**src/pkg/frc_pkg.sv**
```systemverilog
// Shared constants and types of the free-running counter block
package frc_pkg;
  // Register byte offsets on the AXI4-Lite bus
  localparam logic [7:0] OFS_COUNT_HIGH = 8'h00;
  localparam logic [7:0] OFS_COUNT_LOW = 8'h04;
  localparam logic [7:0] OFS_ALT_HIGH = 8'h08;
  localparam logic [7:0] OFS_ALT_LOW = 8'h0C;
  localparam logic [7:0] OFS_CTRL_ONE = 8'h10;
  localparam logic [7:0] OFS_CTRL_TWO = 8'h14;
  localparam logic [7:0] OFS_STATUS = 8'h18;
  // Field positions
  localparam int BIT_IRQ_EN = 7;
  localparam int BIT_EDGE_SEL = 2;
  localparam int BIT_WRAP_FLAG = 5;
  // Counter values
  localparam logic [15:0] RELOAD_COUNT = 16'hFFFC;
  localparam logic [15:0] COUNT_MAX = 16'hFFFF;
  localparam logic [15:0] COUNT_ONE = 16'h0001;
  localparam logic [2:0] PRESC_ONE = 3'h1;
  localparam logic [2:0] PRESC_ZERO = 3'h0;
  localparam logic [2:0] PRESC_DIV4_END = 3'h3;
  localparam logic [2:0] PRESC_DIV8_END = 3'h7;
  // AXI responses
  localparam logic [1:0] RESP_OKAY = 2'h0;
  localparam logic [1:0] RESP_SLVERR = 2'h2;
  // Count rate codes
  typedef enum logic [1:0] {
    RATE_DIV2 = 2'h0,
    RATE_DIV4 = 2'h1,
    RATE_DIV8 = 2'h2,
    RATE_EXT = 2'h3
  } frc_rate_t;
  // Control bits held by software
  typedef struct packed {
    logic wrap_irq_enable;
    logic ext_edge_select;
    frc_rate_t rate_select;
  } frc_ctrl_t;
  localparam frc_ctrl_t CTRL_RESET = '{1'b0, 1'b0, RATE_DIV2};
endpackage

```
**src/hdl/frc_top.sv**
```systemverilog
// Sixteen-bit free-running counter with AXI4-Lite register access
`timescale 1ns/100ps
module frc_top
  import frc_pkg::*;
#(
  parameter bit EXT_PIN_BONDED = 1'b1
) (
  input wire logic CLK_I,
  input wire logic RSTN_I,
  input wire logic [7:0] AWADDR_I,
  input wire logic AWVALID_I,
  output logic AWREADY_O,
  input wire logic [31:0] WDATA_I,
  input wire logic [3:0] WSTRB_I,
  input wire logic WVALID_I,
  output logic WREADY_O,
  output logic [1:0] BRESP_O,
  output logic BVALID_O,
  input wire logic BREADY_I,
  input wire logic [7:0] ARADDR_I,
  input wire logic ARVALID_I,
  output logic ARREADY_O,
  output logic [31:0] RDATA_O,
  output logic [1:0] RRESP_O,
  output logic RVALID_O,
  input wire logic RREADY_I,
  input wire logic EXT_COUNT_PIN_I,
  input wire logic CPU_IRQ_MASK_I,
  input wire logic WAIT_MODE_I,
  input wire logic HALT_MODE_I,
  output logic WRAP_IRQ_O,
  output logic [15:0] COUNT_O
);
  import frc_pkg::*;

  // Counter, prescaler and read buffer state
  logic [15:0] cnt_reg;
  logic [15:0] cnt_next;
  logic [2:0] presc_reg;
  logic [2:0] presc_next;
  logic [7:0] low_buf_reg;
  logic lock_reg;
  logic lock_next;
  logic wrap_flag_reg;
  logic wrap_flag_next;
  logic clr_arm_reg;
  logic clr_arm_next;
  frc_ctrl_t ctrl_reg;
  frc_ctrl_t ctrl_next;
  // External pin synchroniser stages
  logic ext_s1_reg;
  logic ext_s2_reg;
  logic ext_s3_reg;
  // Bus channel state
  logic aw_full_reg;
  logic w_full_reg;
  logic [7:0] waddr_reg;
  logic [31:0] wdata_reg;
  logic [3:0] wstrb_reg;
  logic awready_reg;
  logic wready_reg;
  logic bvalid_reg;
  logic [1:0] bresp_reg;
  logic arready_reg;
  logic rvalid_reg;
  logic [31:0] rdata_reg;
  logic [1:0] rresp_reg;
  logic irq_reg;

  // Channel handshakes
  wire aw_take = AWVALID_I & awready_reg;
  wire w_take = WVALID_I & wready_reg;
  wire ar_take = ARVALID_I & arready_reg;
  wire aw_have = aw_full_reg | aw_take;
  wire w_have = w_full_reg | w_take;
  wire do_write = aw_have & w_have;
  wire [7:0] wa = aw_full_reg ? waddr_reg : AWADDR_I;
  wire [31:0] wd = w_full_reg ? wdata_reg : WDATA_I;
  wire [3:0] ws = w_full_reg ? wstrb_reg : WSTRB_I;
  wire aw_full_next = aw_have & ~do_write;
  wire w_full_next = w_have & ~do_write;
  wire bvalid_next = do_write | (bvalid_reg & ~BREADY_I);
  wire rvalid_next = ar_take | (rvalid_reg & ~RREADY_I);

  // Address match helper, used for both channels
  function automatic logic hit(input logic [7:0] a, input logic [7:0] ofs);
    hit = (a == ofs);
  endfunction

  // Write-side decode
  wire w_low_main = do_write & hit(wa, OFS_COUNT_LOW);
  wire w_low_alt = do_write & hit(wa, OFS_ALT_LOW);
  wire w_ctrl1 = do_write & hit(wa, OFS_CTRL_ONE) & ws[0];
  wire w_ctrl2 = do_write & hit(wa, OFS_CTRL_TWO) & ws[0];
  wire w_ok = hit(wa, OFS_COUNT_HIGH) | hit(wa, OFS_COUNT_LOW) | hit(wa, OFS_ALT_HIGH)
    | hit(wa, OFS_ALT_LOW) | hit(wa, OFS_CTRL_ONE) | hit(wa, OFS_CTRL_TWO)
    | hit(wa, OFS_STATUS);
  // Read-side decode
  wire r_high = ar_take & (hit(ARADDR_I, OFS_COUNT_HIGH) | hit(ARADDR_I, OFS_ALT_HIGH));
  wire r_low_main = ar_take & hit(ARADDR_I, OFS_COUNT_LOW);
  wire r_low_alt = ar_take & hit(ARADDR_I, OFS_ALT_LOW);
  wire r_low = r_low_main | r_low_alt;
  wire r_status = ar_take & hit(ARADDR_I, OFS_STATUS);
  wire reload = w_low_main | w_low_alt;

  // Read data selection
  wire [7:0] low_view = lock_reg ? low_buf_reg : cnt_reg[7:0];
  wire [7:0] ctrl1_view = {ctrl_reg.wrap_irq_enable, 7'h00};
  wire [7:0] ctrl2_view = {5'h00, ctrl_reg.ext_edge_select, ctrl_reg.rate_select};
  wire [7:0] stat_view = {2'h0, wrap_flag_reg, 5'h00};
  wire [7:0] r_byte =
    (hit(ARADDR_I, OFS_COUNT_HIGH) | hit(ARADDR_I, OFS_ALT_HIGH)) ? cnt_reg[15:8] :
    (hit(ARADDR_I, OFS_COUNT_LOW) | hit(ARADDR_I, OFS_ALT_LOW)) ? low_view :
    hit(ARADDR_I, OFS_CTRL_ONE) ? ctrl1_view :
    hit(ARADDR_I, OFS_CTRL_TWO) ? ctrl2_view :
    hit(ARADDR_I, OFS_STATUS) ? stat_view : 8'h00;
  wire r_ok = hit(ARADDR_I, OFS_COUNT_HIGH) | hit(ARADDR_I, OFS_COUNT_LOW)
    | hit(ARADDR_I, OFS_ALT_HIGH) | hit(ARADDR_I, OFS_ALT_LOW)
    | hit(ARADDR_I, OFS_CTRL_ONE) | hit(ARADDR_I, OFS_CTRL_TWO)
    | hit(ARADDR_I, OFS_STATUS);

  // External source: unbonded pin reads high
  wire ext_pin = EXT_PIN_BONDED ? EXT_COUNT_PIN_I : 1'b1;
  wire ext_rise = ext_s2_reg & ~ext_s3_reg;
  wire ext_fall = ~ext_s2_reg & ext_s3_reg;
  wire ext_edge = ctrl_reg.ext_edge_select ? ext_rise : ext_fall;

  // Prescaler tick decode
  wire tick_div2 = presc_reg[0];
  wire tick_div4 = (presc_reg[1:0] == PRESC_DIV4_END[1:0]);
  wire tick_div8 = (presc_reg == PRESC_DIV8_END);
  logic tick;
  always_comb begin
    unique case (ctrl_reg.rate_select)
      RATE_DIV2: tick = tick_div2;
      RATE_DIV4: tick = tick_div4;
      RATE_DIV8: tick = tick_div8;
      RATE_EXT: tick = ext_edge;
    endcase
  end
  // Halt freezes; wait mode has no effect here
  wire run = ~HALT_MODE_I;
  wire advance = run & tick & ~reload;
  wire wrap = advance & (cnt_reg == COUNT_MAX);

  // Counter and prescaler next values
  always_comb begin
    cnt_next = cnt_reg;
    presc_next = presc_reg;
    if (reload) begin
      cnt_next = RELOAD_COUNT;
      presc_next = PRESC_ZERO;
    end else if (run) begin
      presc_next = presc_reg + PRESC_ONE;
      if (tick) begin
        cnt_next = cnt_reg + COUNT_ONE;
      end
    end
  end

  // Read buffer lock: high read locks, low read releases
  always_comb begin
    lock_next = lock_reg;
    if (r_high) begin
      lock_next = 1'b1;
    end else if (r_low) begin
      lock_next = 1'b0;
    end
  end

  // Wrap flag with two-step clear; a new wrap wins
  always_comb begin
    wrap_flag_next = wrap_flag_reg;
    clr_arm_next = clr_arm_reg;
    if (r_status & wrap_flag_reg) begin
      clr_arm_next = 1'b1;
    end
    if (clr_arm_reg & (r_low_main | w_low_main)) begin
      wrap_flag_next = 1'b0;
      clr_arm_next = 1'b0;
    end
    if (wrap) begin
      wrap_flag_next = 1'b1;
    end
  end

  // Control register updates
  always_comb begin
    ctrl_next = ctrl_reg;
    if (w_ctrl1) begin
      ctrl_next.wrap_irq_enable = wd[BIT_IRQ_EN];
    end
    if (w_ctrl2) begin
      ctrl_next.ext_edge_select = wd[BIT_EDGE_SEL];
      ctrl_next.rate_select = frc_rate_t'(wd[1:0]);
    end
  end

  // Timer state registers
  always_ff @(posedge CLK_I) begin
    if (!RSTN_I) begin
      cnt_reg <= RELOAD_COUNT;
      presc_reg <= PRESC_ZERO;
      lock_reg <= 1'b0;
      wrap_flag_reg <= 1'b0;
      clr_arm_reg <= 1'b0;
      ctrl_reg <= CTRL_RESET;
      irq_reg <= 1'b0;
    end else begin
      cnt_reg <= cnt_next;
      presc_reg <= presc_next;
      lock_reg <= lock_next;
      wrap_flag_reg <= wrap_flag_next;
      clr_arm_reg <= clr_arm_next;
      ctrl_reg <= ctrl_next;
      irq_reg <= wrap_flag_reg & ctrl_reg.wrap_irq_enable & ~CPU_IRQ_MASK_I;
    end
  end

  // Capture low byte on a high read, only while unlocked
  always_ff @(posedge CLK_I) begin
    if (!RSTN_I) begin
      low_buf_reg <= 8'h00;
    end else if (r_high & ~lock_reg) begin
      low_buf_reg <= cnt_reg[7:0];
    end
  end

  // Two-stage synchroniser plus edge history
  always_ff @(posedge CLK_I) begin
    if (!RSTN_I) begin
      ext_s1_reg <= 1'b1;
      ext_s2_reg <= 1'b1;
      ext_s3_reg <= 1'b1;
    end else begin
      ext_s1_reg <= ext_pin;
      ext_s2_reg <= ext_s1_reg;
      ext_s3_reg <= ext_s2_reg;
    end
  end

  // Write channels
  always_ff @(posedge CLK_I) begin
    if (!RSTN_I) begin
      aw_full_reg <= 1'b0;
      w_full_reg <= 1'b0;
      awready_reg <= 1'b0;
      wready_reg <= 1'b0;
      bvalid_reg <= 1'b0;
      bresp_reg <= RESP_OKAY;
      waddr_reg <= 8'h00;
      wdata_reg <= 32'h0000_0000;
      wstrb_reg <= 4'h0;
    end else begin
      aw_full_reg <= aw_full_next;
      w_full_reg <= w_full_next;
      awready_reg <= ~aw_full_next & ~bvalid_next;
      wready_reg <= ~w_full_next & ~bvalid_next;
      bvalid_reg <= bvalid_next;
      if (aw_take) begin
        waddr_reg <= AWADDR_I;
      end
      if (w_take) begin
        wdata_reg <= WDATA_I;
        wstrb_reg <= WSTRB_I;
      end
      if (do_write) begin
        bresp_reg <= w_ok ? RESP_OKAY : RESP_SLVERR;
      end
    end
  end

  // Read channels
  always_ff @(posedge CLK_I) begin
    if (!RSTN_I) begin
      arready_reg <= 1'b0;
      rvalid_reg <= 1'b0;
      rdata_reg <= 32'h0000_0000;
      rresp_reg <= RESP_OKAY;
    end else begin
      arready_reg <= ~rvalid_next;
      rvalid_reg <= rvalid_next;
      if (ar_take) begin
        rdata_reg <= {24'h000000, r_byte};
        rresp_reg <= r_ok ? RESP_OKAY : RESP_SLVERR;
      end
    end
  end

  // Output drive
  assign AWREADY_O = awready_reg;
  assign WREADY_O = wready_reg;
  assign BVALID_O = bvalid_reg;
  assign BRESP_O = bresp_reg;
  assign ARREADY_O = arready_reg;
  assign RVALID_O = rvalid_reg;
  assign RDATA_O = rdata_reg;
  assign RRESP_O = rresp_reg;
  assign WRAP_IRQ_O = irq_reg;
  assign COUNT_O = cnt_reg;

  // Checks
  a_reload_forces: assert property (@(posedge CLK_I) disable iff (!RSTN_I)
    reload |=> cnt_reg == RELOAD_COUNT) else $error("Low byte write did not reload");
  a_reset_count: assert property (@(posedge CLK_I) disable iff (!RSTN_I)
    !$past(RSTN_I) |-> cnt_reg == RELOAD_COUNT) else $error("Wrong count after reset");
  a_count_step: assert property (@(posedge CLK_I) disable iff (!RSTN_I)
    advance |=> cnt_reg == $past(cnt_reg) + COUNT_ONE) else $error("Counter did not step");
  a_halt_holds: assert property (@(posedge CLK_I) disable iff (!RSTN_I)
    HALT_MODE_I && !reload |=> $stable(cnt_reg)) else $error("Counter moved in halt");
  a_div8_spacing: assert property (@(posedge CLK_I) disable iff (!RSTN_I)
    ctrl_reg.rate_select == RATE_DIV8 && !HALT_MODE_I && tick && !reload
    |=> !tick [*7]) else $error("Divide by eight ticks too often");
  a_wrap_flag_set: assert property (@(posedge CLK_I) disable iff (!RSTN_I)
    wrap |=> wrap_flag_reg && cnt_reg == 16'h0000) else $error("Wrap did not set flag");
  a_alt_keeps_flag: assert property (@(posedge CLK_I) disable iff (!RSTN_I)
    wrap_flag_reg && !(r_low_main || w_low_main) |=> wrap_flag_reg)
    else $error("Flag cleared without main low access");
  a_clear_pair: assert property (@(posedge CLK_I) disable iff (!RSTN_I)
    $fell(wrap_flag_reg) |-> $past(clr_arm_reg) && $past(r_low_main || w_low_main))
    else $error("Flag cleared out of sequence");
  a_irq_gate: assert property (@(posedge CLK_I) disable iff (!RSTN_I)
    WRAP_IRQ_O |-> $past(wrap_flag_reg && ctrl_reg.wrap_irq_enable && !CPU_IRQ_MASK_I))
    else $error("Interrupt raised while gated");
  a_buffer_frozen: assert property (@(posedge CLK_I) disable iff (!RSTN_I)
    lock_reg && !r_low |=> lock_reg && $stable(low_buf_reg)) else $error("Buffer moved");
  a_ext_edge_count: assert property (@(posedge CLK_I) disable iff (!RSTN_I)
    ctrl_reg.rate_select == RATE_EXT && !tick && !reload |=> $stable(cnt_reg))
    else $error("External mode counted without edge");
  // Wait mode must never slow or stop the count
  a_wait_runs: assert property (@(posedge CLK_I) disable iff (!RSTN_I)
    WAIT_MODE_I && !HALT_MODE_I && tick && !reload |=> cnt_reg == $past(cnt_reg) + COUNT_ONE)
    else $error("Counter stopped in wait mode");
  a_div2_spacing: assert property (@(posedge CLK_I) disable iff (!RSTN_I)
    ctrl_reg.rate_select == RATE_DIV2 && !HALT_MODE_I && tick && !reload |=> !tick)
    else $error("Divide by two ticks too often");
  a_div4_spacing: assert property (@(posedge CLK_I) disable iff (!RSTN_I)
    ctrl_reg.rate_select == RATE_DIV4 && !HALT_MODE_I && tick && !reload |=> !tick [*3])
    else $error("Divide by four ticks too often");
  // Read buffer behaviour seen from the bus
  a_buffer_capture: assert property (@(posedge CLK_I) disable iff (!RSTN_I)
    r_high && !lock_reg |=> lock_reg && low_buf_reg == $past(cnt_reg[7:0]))
    else $error("High read did not capture low byte");
  a_live_low: assert property (@(posedge CLK_I) disable iff (!RSTN_I)
    r_low && !lock_reg |=> RDATA_O[7:0] == $past(cnt_reg[7:0]))
    else $error("Unlocked low read not live");
  a_locked_low: assert property (@(posedge CLK_I) disable iff (!RSTN_I)
    r_low && lock_reg |=> !lock_reg && RDATA_O[7:0] == $past(low_buf_reg))
    else $error("Locked low read not from buffer");
  a_irq_pending: assert property (@(posedge CLK_I) disable iff (!RSTN_I)
    wrap_flag_reg && ctrl_reg.wrap_irq_enable && !CPU_IRQ_MASK_I |=> WRAP_IRQ_O)
    else $error("Pending interrupt not raised");
  // Rising mode tick must trail the pin edge by the synchroniser depth
  a_ext_sync: assert property (@(posedge CLK_I) disable iff (!RSTN_I)
    ctrl_reg.rate_select == RATE_EXT && ctrl_reg.ext_edge_select && tick
    |-> $past(ext_pin, 2) && !$past(ext_pin, 3)) else $error("Rising edge count out of step");
endmodule

```
**config.mk**
```make
export PLATFORM = sky130hd
export DESIGN_NAME = frc_top
export DESIGN_NICKNAME = d
export VERILOG_FILES = /design/src/pkg/frc_pkg.sv /design/src/hdl/frc_top.sv
export SDC_FILE = /design/constraint.sdc
export NUM_CORES = 1
export LEC_CHECK = 0
export BUFFER_PORTS_ARGS = -buffer_cell sky130_fd_sc_hd__buf_2
export CAP_MARGIN = 30
export CORE_ASPECT_RATIO = 1.1
export CORE_MARGIN = 2
export CORE_UTILIZATION = 54
export DETAILED_ROUTE_END_ITERATION = 7
export PLACE_DENSITY = 0.86
export SLEW_MARGIN = 15
export SYNTH_ARGS = -nofsm -noshare
export SYNTH_HDL_FRONTEND = slang
export SYNTH_SLANG_ARGS = --single-unit
```
**constraint.sdc**
```tcl
create_clock -name CLK_I -period 3.2 [get_ports CLK_I]
set_input_delay 0.16 -clock CLK_I [delete_from_list [all_inputs] [get_ports CLK_I]]
set_output_delay 0.16 -clock CLK_I [all_outputs]
set_load 0.05 [all_outputs]
```
==> flow_summary.ini, run 1 <==
[run_status]
run_status = complete, no violations

[yosys]
synth_top_area_frac = 0.405
syn_avg_cell_area_um2 = 8.69
yosysMostFrequentCell = dfxtp_1
synth_cell_types = 46
yosys-top-cells-area = dfxtp_1 40%, mux2i_1 7.7%, buf_4 5.8%, nand2_1 5.1%, nand3_1 3.9%
yosysTopAreaCell = dfxtp_1
synthCells = 387
synth.ff_latch_count = 68
netlist_top_cells_count = 68 x dfxtp_1, 46 x nand2_1, 26 x buf_4, 26 x mux2i_1, 26 x nand3_1
seq_area_frac_synth = 0.405
syn_area_um2 = 3360
synth_enable_flop_cells = 0
synthArstFlopShare = 0
yosysWarnings = 0
ys.flop_type = dfxtp_1

[layout]
largest_reg_flops = 16
fin_cells = 531
areaGrowthSynthToFinish_pct = 13.4
num_antenna_cells = 0
drive_gt1_frac = 0.193
nets = 513

[placed_design]
gp_congestion = 0.866
dp_hpwl_um = 5290
dp_cells = 514
port_buffers = 62

[global_route]
first_global_vias = 2613
grt_max_degree = 40
grt_antenna_before_repair = 0
overflow = 0
track_usage = 0.215
grt_pass1_wl_um = 11600

[routing]
post-route-drc-count = 0
num_vias = 2900
routedWlPerCell_um = 13.7
wirelength_um = 7280
drtIter0Drc = 173
ant_nets = 0
dr.pass1.iters = 4
vias_per_cell = 5.46

[clock_tree]
holdBufCountCts = 1
cts_tree = done
clockBufferDepth = 2
clock_latency_ns = 0.34
root_buffer = clkbuf_8
cts_max_level = 3
cts_buffers = 9
cts_resized = 0
cts.reportedPaths.clkPinSlew_ns = 0.07
clock-sinks = 68
postCtsSetupBuffers = 0

[timing]
fin_crit_sh = 0.696
tns_ns = 0
rsz0062_at_grt = no
slew_viol_final = 0
min_period_ns = 2.23
finClkSkew_ns = 0.00498
worst_pin_slew_ns = 0.588
relSlewSlack = 0.607
setup_violations = 0
fmax_ghz = 0.449
hold_viol = 0

[critical_path]
cp_top_family = simple AND/OR/NAND/NOR gates
cp_data_arrival_time_ns = 2.46
crit_buf_inv = 0
r2r-end = wrap_flag_reg
ff2ff_setup_slack_ns = 0.97
r2r_cells = 5
crit_type = reg -> reg
critical-path-max-stage-delay_ns = 0.54
cp_cell_sequence = or3b_1 -> a211o_1 -> nor3_4 -> nor4b_1 -> o21a_1
end_kind = register
cp_max_fo = 12
cp-start-kind = register
worstPathRequired_ns = 3.44
cp_slowest_cell = dfxtp_1
reg2reg_from = aw_full_reg

[pwr]
leakage_nw = 1.57
p_comb_frac = 0.136
p_int_mw = 1.25
ir_drop_mv = 0.345
switching_power_uw = 508
p_seq_frac = 0.508
p_per_area_nw_per_um2 = 461
switching_share = 0.289
power.total_mw = 1.76
pwr-share-clk = 0.356

[worst_hold_path]
min_to = WREADY_O
hp-class = in -> reg
hp-start = BREADY_I
hold-path-cell-count = 3

[floorplanning]
io_pins = 121
die_area_um2 = 6880
rows = 30
die_w_um = 79.2
start_util = 0.553
core_area_um2 = 6080
die_y_um = 86.8

[run]
cap_violations = 0
## metal layers
metal	vias to the layer above	GRT usage	wire [um]
met1	1365	0.242	3010
met2	87	0.391	3830
met5	-	0	0
met4	0	0.0752	105
met3	10	0.0573	325
li1	1438	-	-
## cells in the final DEF (no fill, tap or decap), types with 6 or more instances in the layout
cell,instances
a21boi_0,12
a21oi_1,23
buf_2,62
clkbuf_8,11
conb_1,26
dfxtp_1,68
inv_1,7
mux2i_1,26
nand2_1,46
nand2b_1,6
nand3_1,26
nand3b_1,7
nand4_1,7
nor2_1,16
nor2b_1,9
nor3_1,10
o2111ai_1,6
o21ai_0,11
xor2_1,10
## worst max-delay path by stage
| stage | from | endpoint | depth (start not counted) |
|---|---|---|---|
| final | aw_full_reg | wrap_flag_reg | 5 |
| after global routing | aw_full_reg | wrap_flag_reg | 5 |
| after CTS | aw_full_reg | wrap_flag_reg | 5 |
| after detailed placement | aw_full_reg | wrap_flag_reg | 5 |
| after global placement | aw_full_reg | wrap_flag_reg | 5 |
| after floorplan | ARREADY_O | low_buf_reg[6] | 6 |
## cells by family (layout without fill, tap and decap cells)
logic type,count (synthesis),count (layout),share of synthesized area
AOI/OAI and AO/OA,68,68,0.128
xor gates and xnor gates,11,11,0.0286
adders and majority gates,3,3,0.0112
buffers and inverters,52,91,0.0889
DFF,68,68,0.405
muxes,29,29,0.0874
other,1,26,0.00112
and+or+nand+nor,155,155,0.250
## power by group through the flow
stage / Combinational [mW] / Clock [mW] / Sequential [mW]
after global routing: 0.258 / 0.669 / 0.897
after floorplan: 0.189 / 0 / 0.931
after global placement: 0.233 / 0 / 0.910
final: 0.239 / 0.625 / 0.894
after detailed placement: 0.237 / 0 / 0.912
after CTS: 0.239 / 0.631 / 0.893
## cell type report
type                            instances  area [um2]
Inverter                                8        30.0
Clock inverter                          2        10.0
Clock buffer                           13         159
Tap cell                               80         100
Sequential cell                        68        1360
Multi-Input combinational cell        292        1800
Fill cell                             535        2270
Timing Repair Buffer                   68         355
## per-stage QoR
stage               instance area (um2)  hold WS (ns)  setup WS (ns)  utilization
finish                             3810        0.0499          0.971        0.627
global route                       3810        0.0545          0.876        0.627
CTS                                3810        0.0430          0.969        0.626
detailed placement                 3630         0.355           1.05        0.597
global placement                   3630         0.352           1.07        0.597
floorplan                          3460         0.261           1.15            -
## tightest hold or removal path: cells and delay by family
| family | cells | cell delay [ns] |
|---|---|---|
| buf+inv | 1 | 0.08 |
| simple gates | 2 | 0.12 |
No activity file was read; power rests on OpenSTA's default activity.
==> inputs of run 2 (changes only) <==
--- a/config.mk
+++ b/config.mk
@@ -9,9 +9,9 @@
 export CAP_MARGIN = 30
 export CORE_ASPECT_RATIO = 1.1
 export CORE_MARGIN = 2
-export CORE_UTILIZATION = 54
+export CORE_UTILIZATION = 50
 export DETAILED_ROUTE_END_ITERATION = 7
-export PLACE_DENSITY = 0.86
+export PLACE_DENSITY = 0.8
 export SLEW_MARGIN = 15
 export SYNTH_ARGS = -nofsm -noshare
 export SYNTH_HDL_FRONTEND = slang
==> constraint.sdc (replaced) <==
create_clock -name CLK_I -period 2.2 [get_ports CLK_I]
set_input_delay 0.11 -clock CLK_I [delete_from_list [all_inputs] [get_ports CLK_I]]
set_output_delay 0.11 -clock CLK_I [all_outputs]
set_load 0.05 [all_outputs]
==> flow_summary.ini, run 2 (synthesis results as in run 1) <==
[routing]
routedWlPerCell_um = 13.3
num_vias = 2901
vias_per_cell = 5.35
drtIter0Drc = 89
ant_nets = 0
post-route-drc-count = 0
wirelength_um = 7230
dr.pass1.iters = 4

[critical_path]
cp_max_fo = 14
cp-start-kind = register
crit_type = reg -> reg
cp_data_arrival_time_ns = 2.17
worstPathRequired_ns = 2.40
end_kind = register

[floorplanning]
core_area_um2 = 6560
die_y_um = 90.0
start_util = 0.513
die_area_um2 = 7400
io_pins = 121
die_w_um = 82.2
rows = 31

[pwr]
switching_power_uw = 777
p_int_mw = 1.88
switching_share = 0.292
p_comb_frac = 0.139
leakage_nw = 1.61
p_per_area_nw_per_um2 = 681
p_seq_frac = 0.485
ir_drop_mv = 0.448
pwr-share-clk = 0.377

[layout]
drive_gt1_frac = 0.211
nets = 521
fin_util = 0.595
areaGrowthSynthToFinish_pct = 16.0
multiInputGateArea_um2 = 1800
largest_reg_flops = 16
nFillCells = 588
num_antenna_cells = 0
fin_cells = 542
seq_area_um2 = 1360
stdcell_area_um2 = 3900
mostFrequentLayoutCell = dfxtp_1
mostFrequentLayoutCells = 68 x dfxtp_1, 62 x buf_2, 46 x nand2_1

[clock_tree]
clock_latency_ns = 0.34
holdBufCountCts = 2
cts_tree = done
cts_resized = 0
cts_buffers = 9
cts.reportedPaths.clkPinSlew_ns = 0.07
cts_max_level = 3
clock-sinks = 68
root_buffer = clkbuf_8
postCtsSetupBuffers = 0
clockBufferDepth = 2

[placed_design]
gp_congestion = 0.869
dp_hpwl_um = 5380
place_area_um2 = 3690
dp_cells = 524
port_buffers = 62

[timing]
fin_crit_sh = 0.898
slew_viol_final = 0
hold_viol = 0
worst_pin_slew_ns = 0.586
relSlewSlack = 0.609
min_period_ns = 1.98
tns_ns = 0
whs_ns = 0.0229
rsz0062_at_grt = no
fmax_ghz = 0.506
setup_violations = 0
finClkSkew_ns = 0.00796

[run]
cap_violations = 0

[global_route]
overflow = 0
grt_pass1_wl_um = 11300
track_usage = 0.198
first_global_vias = 2534
grt_antenna_before_repair = 0
grt_max_degree = 39

[worst_hold_path]
hp-class = in -> reg

[run_status]
run_status = complete, no violations
## run 2: changes by cell type in the layout (fill, tap and decap cells not counted), moves of 2 or more
cell / before / now
buf_4: 4 / 12
clkbuf_1: 2 / 0
clkbuf_8: 11 / 9
clkinvlp_4: 0 / 3
## run 2: critical path: stages (launching register included)
cell and delay [ns]:
dfxtp_1 0.38, buf_4 0.18, nor4_1 0.05, a21oi_1 0.44, nor3_4 0.13, nor2_2 0.49
nand3b_1 0.17
## run 2: area by class of cell
class	instances	area share
clock buffers	9	0.0317
clock inverters	7	0.0173
inverters	8	0.00769
multi-input cells	292	0.460
flip-flops and latches	68	0.349
well taps	82	0.0263
repair buffers	76	0.108
## run 2: path summary, 6_finish.rpt
path / to / slack (ns) / start / cells after the start
setup / recovery: COUNT_O[7] / 0.22 / aw_full_reg / 6
hold / removal: wdata_reg[0] / 0.02 / WDATA_I[0] / 3
setup reg to reg: COUNT_O[7] / 0.22 / aw_full_reg / 6
hold reg to reg: ext_s2_reg / 0.41 / ext_s1_reg / 1
## run 2: through the flow
step           setup WS (ns)  power, mW
2_1_floorplan          0.149       1.63
3_3_place_gp           0.336       1.67
3_5_place_dp           0.277       1.68
4_1_cts                0.250       2.68
5_1_grt               0.0627       2.77
6_report               0.225       2.66
## run 2: power by group through the flow
| stage | Combinational [mW] | Clock [mW] | Sequential (mW) |
|---|---|---|---|
| CTS | 0.368 | 1.02 | 1.29 |
| finish | 0.368 | 1.00 | 1.29 |
| floorplan | 0.274 | 0 | 1.35 |
| global placement | 0.359 | 0 | 1.31 |
| global route | 0.399 | 1.08 | 1.29 |
| detailed placement | 0.365 | 0 | 1.32 |
## run 2: routing by layer
layer  routed length (um)  track usage
met2                 3550        0.325
met4                  185       0.0944
met3                  461       0.0552
met1                 3030        0.234
met5                    0            0
==> inputs of run 3 (changes only) <==
==> constraint.sdc (replaced) <==
create_clock -name CLK_I -period 2.2 [get_ports CLK_I]
set_input_delay 0.44 -clock CLK_I [delete_from_list [all_inputs] [get_ports CLK_I]]
set_output_delay 0.44 -clock CLK_I [all_outputs]
set_load 0.05 [all_outputs]
==> flow_summary.ini, run 3 (synthesis results as in run 1) <==
[timing]
hold_viol = 0
tns_ns = 0
relSlewSlack = 0.603
worst_pin_slew_ns = 0.594
slew_viol_final = 0
setup_violations = 0
min_period_ns = 1.96
finClkSkew_ns = 0.00449
fmax_ghz = 0.511
whs_ns = 0.273
rsz0062_at_grt = no
fin_crit_sh = 0.890

[global_route]
grt_antenna_before_repair = 0
grt_pass1_wl_um = 12000
track_usage = 0.211
overflow = 0
grt_max_degree = 39
first_global_vias = 2652

[floorplanning]
die_w_um = 82.2
die_area_um2 = 7400
die_y_um = 90.0
core_area_um2 = 6560
start_util = 0.513
rows = 31
io_pins = 121

[placed_design]
port_buffers = 62
dp_hpwl_um = 5550
gp_congestion = 0.938
dp_cells = 528

[routing]
dr.pass1.iters = 4
wirelength_um = 7460
vias_per_cell = 5.33
drtIter0Drc = 145
ant_nets = 0
routedWlPerCell_um = 13.7
num_vias = 2900
post-route-drc-count = 0

[layout]
nets = 523
fin_cells = 544
largest_reg_flops = 16
areaGrowthSynthToFinish_pct = 15.8
mostFrequentLayoutCell = dfxtp_1
mostFrequentLayoutCells = 68 x dfxtp_1, 62 x buf_2, 46 x nand2_1
num_antenna_cells = 0
drive_gt1_frac = 0.210

[run_status]
run_status = complete, no violations

[clock_tree]
postCtsSetupBuffers = 0
clock_latency_ns = 0.35
cts.reportedPaths.clkPinSlew_ns = 0.07
holdBufCountCts = 0
cts_buffers = 9
clockBufferDepth = 2
clock-sinks = 68
cts_resized = 0
root_buffer = clkbuf_8
cts_tree = done
cts_max_level = 3

[critical_path]
ff2ff_setup_slack_ns = 0.24
reg2reg_from = presc_reg[0]
cp-start-kind = register
cp_max_fo = 8
crit_type = reg -> reg
cp_data_arrival_time_ns = 2.25
crit_path_start = presc_reg[0]
end_kind = register
worstPathRequired_ns = 2.49

[pwr]
p_per_area_nw_per_um2 = 653
ir_drop_mv = 0.337
power.total_mw = 2.54
leakage_nw = 1.62

[run]
cap_violations = 0

[worst_hold_path]
hp-start = EXT_COUNT_PIN_I
hp-class = in -> reg
==> run 3: cell type report <==
class                   count  area (um2)
fillers                   610        2660
multi-input cells         292        1800
inverters                   8        30.0
repair buffers             78         443
well taps                  82         103
clock buffers              14         153
clock inverters             2        10.0
flip-flops and latches     68        1360
==> run 3: per-layer routing <==
layer / up-vias / wire [um] / global-route usage
li1: 1452 / - / -
met1: 1344 / 3050 / 0.241
met2: 86 / 3750 / 0.347
met3: 18 / 458 / 0.0693
met4: 0 / 192 / 0.0944
met5: - / 0 / 0
==> run 3: worst paths after layout <==
kind | cells past startpoint | to
max | 7 | COUNT_O[13]
min | 2 | ext_s1_reg
max reg2reg | 7 | COUNT_O[13]
min reg2reg | 1 | ext_s2_reg
==> run 3: worst max-delay path: stages, from the launching register on <==
cell and delay, ns:
dfxtp_1 0.37, ha_1 0.19, ha_1 0.14, inv_1 0.03, o2111ai_1 0.30, nand4_1 0.35
or3_1 0.44, nand3_1 0.08
==> run 3: per-stage QoR <==
| step | utilization | setup WS, ns | instance area, um2 |
|---|---|---|---|
| floorplan | - | 0.149 | 3460 |
| global placement | 0.570 | 0.137 | 3730 |
| detailed placement | 0.570 | 0.0869 | 3730 |
| CTS | 0.594 | 0.263 | 3900 |
| global route | 0.594 | 0.0479 | 3900 |
| finish | 0.594 | 0.242 | 3900 |
==> run 3: where the power goes <==
part | switching, mW | internal (mW)
combinational | 0.273 | 0.103
clock | 0.444 | 0.438
sequential | 0.0204 | 1.26
total | 0.738 | 1.81
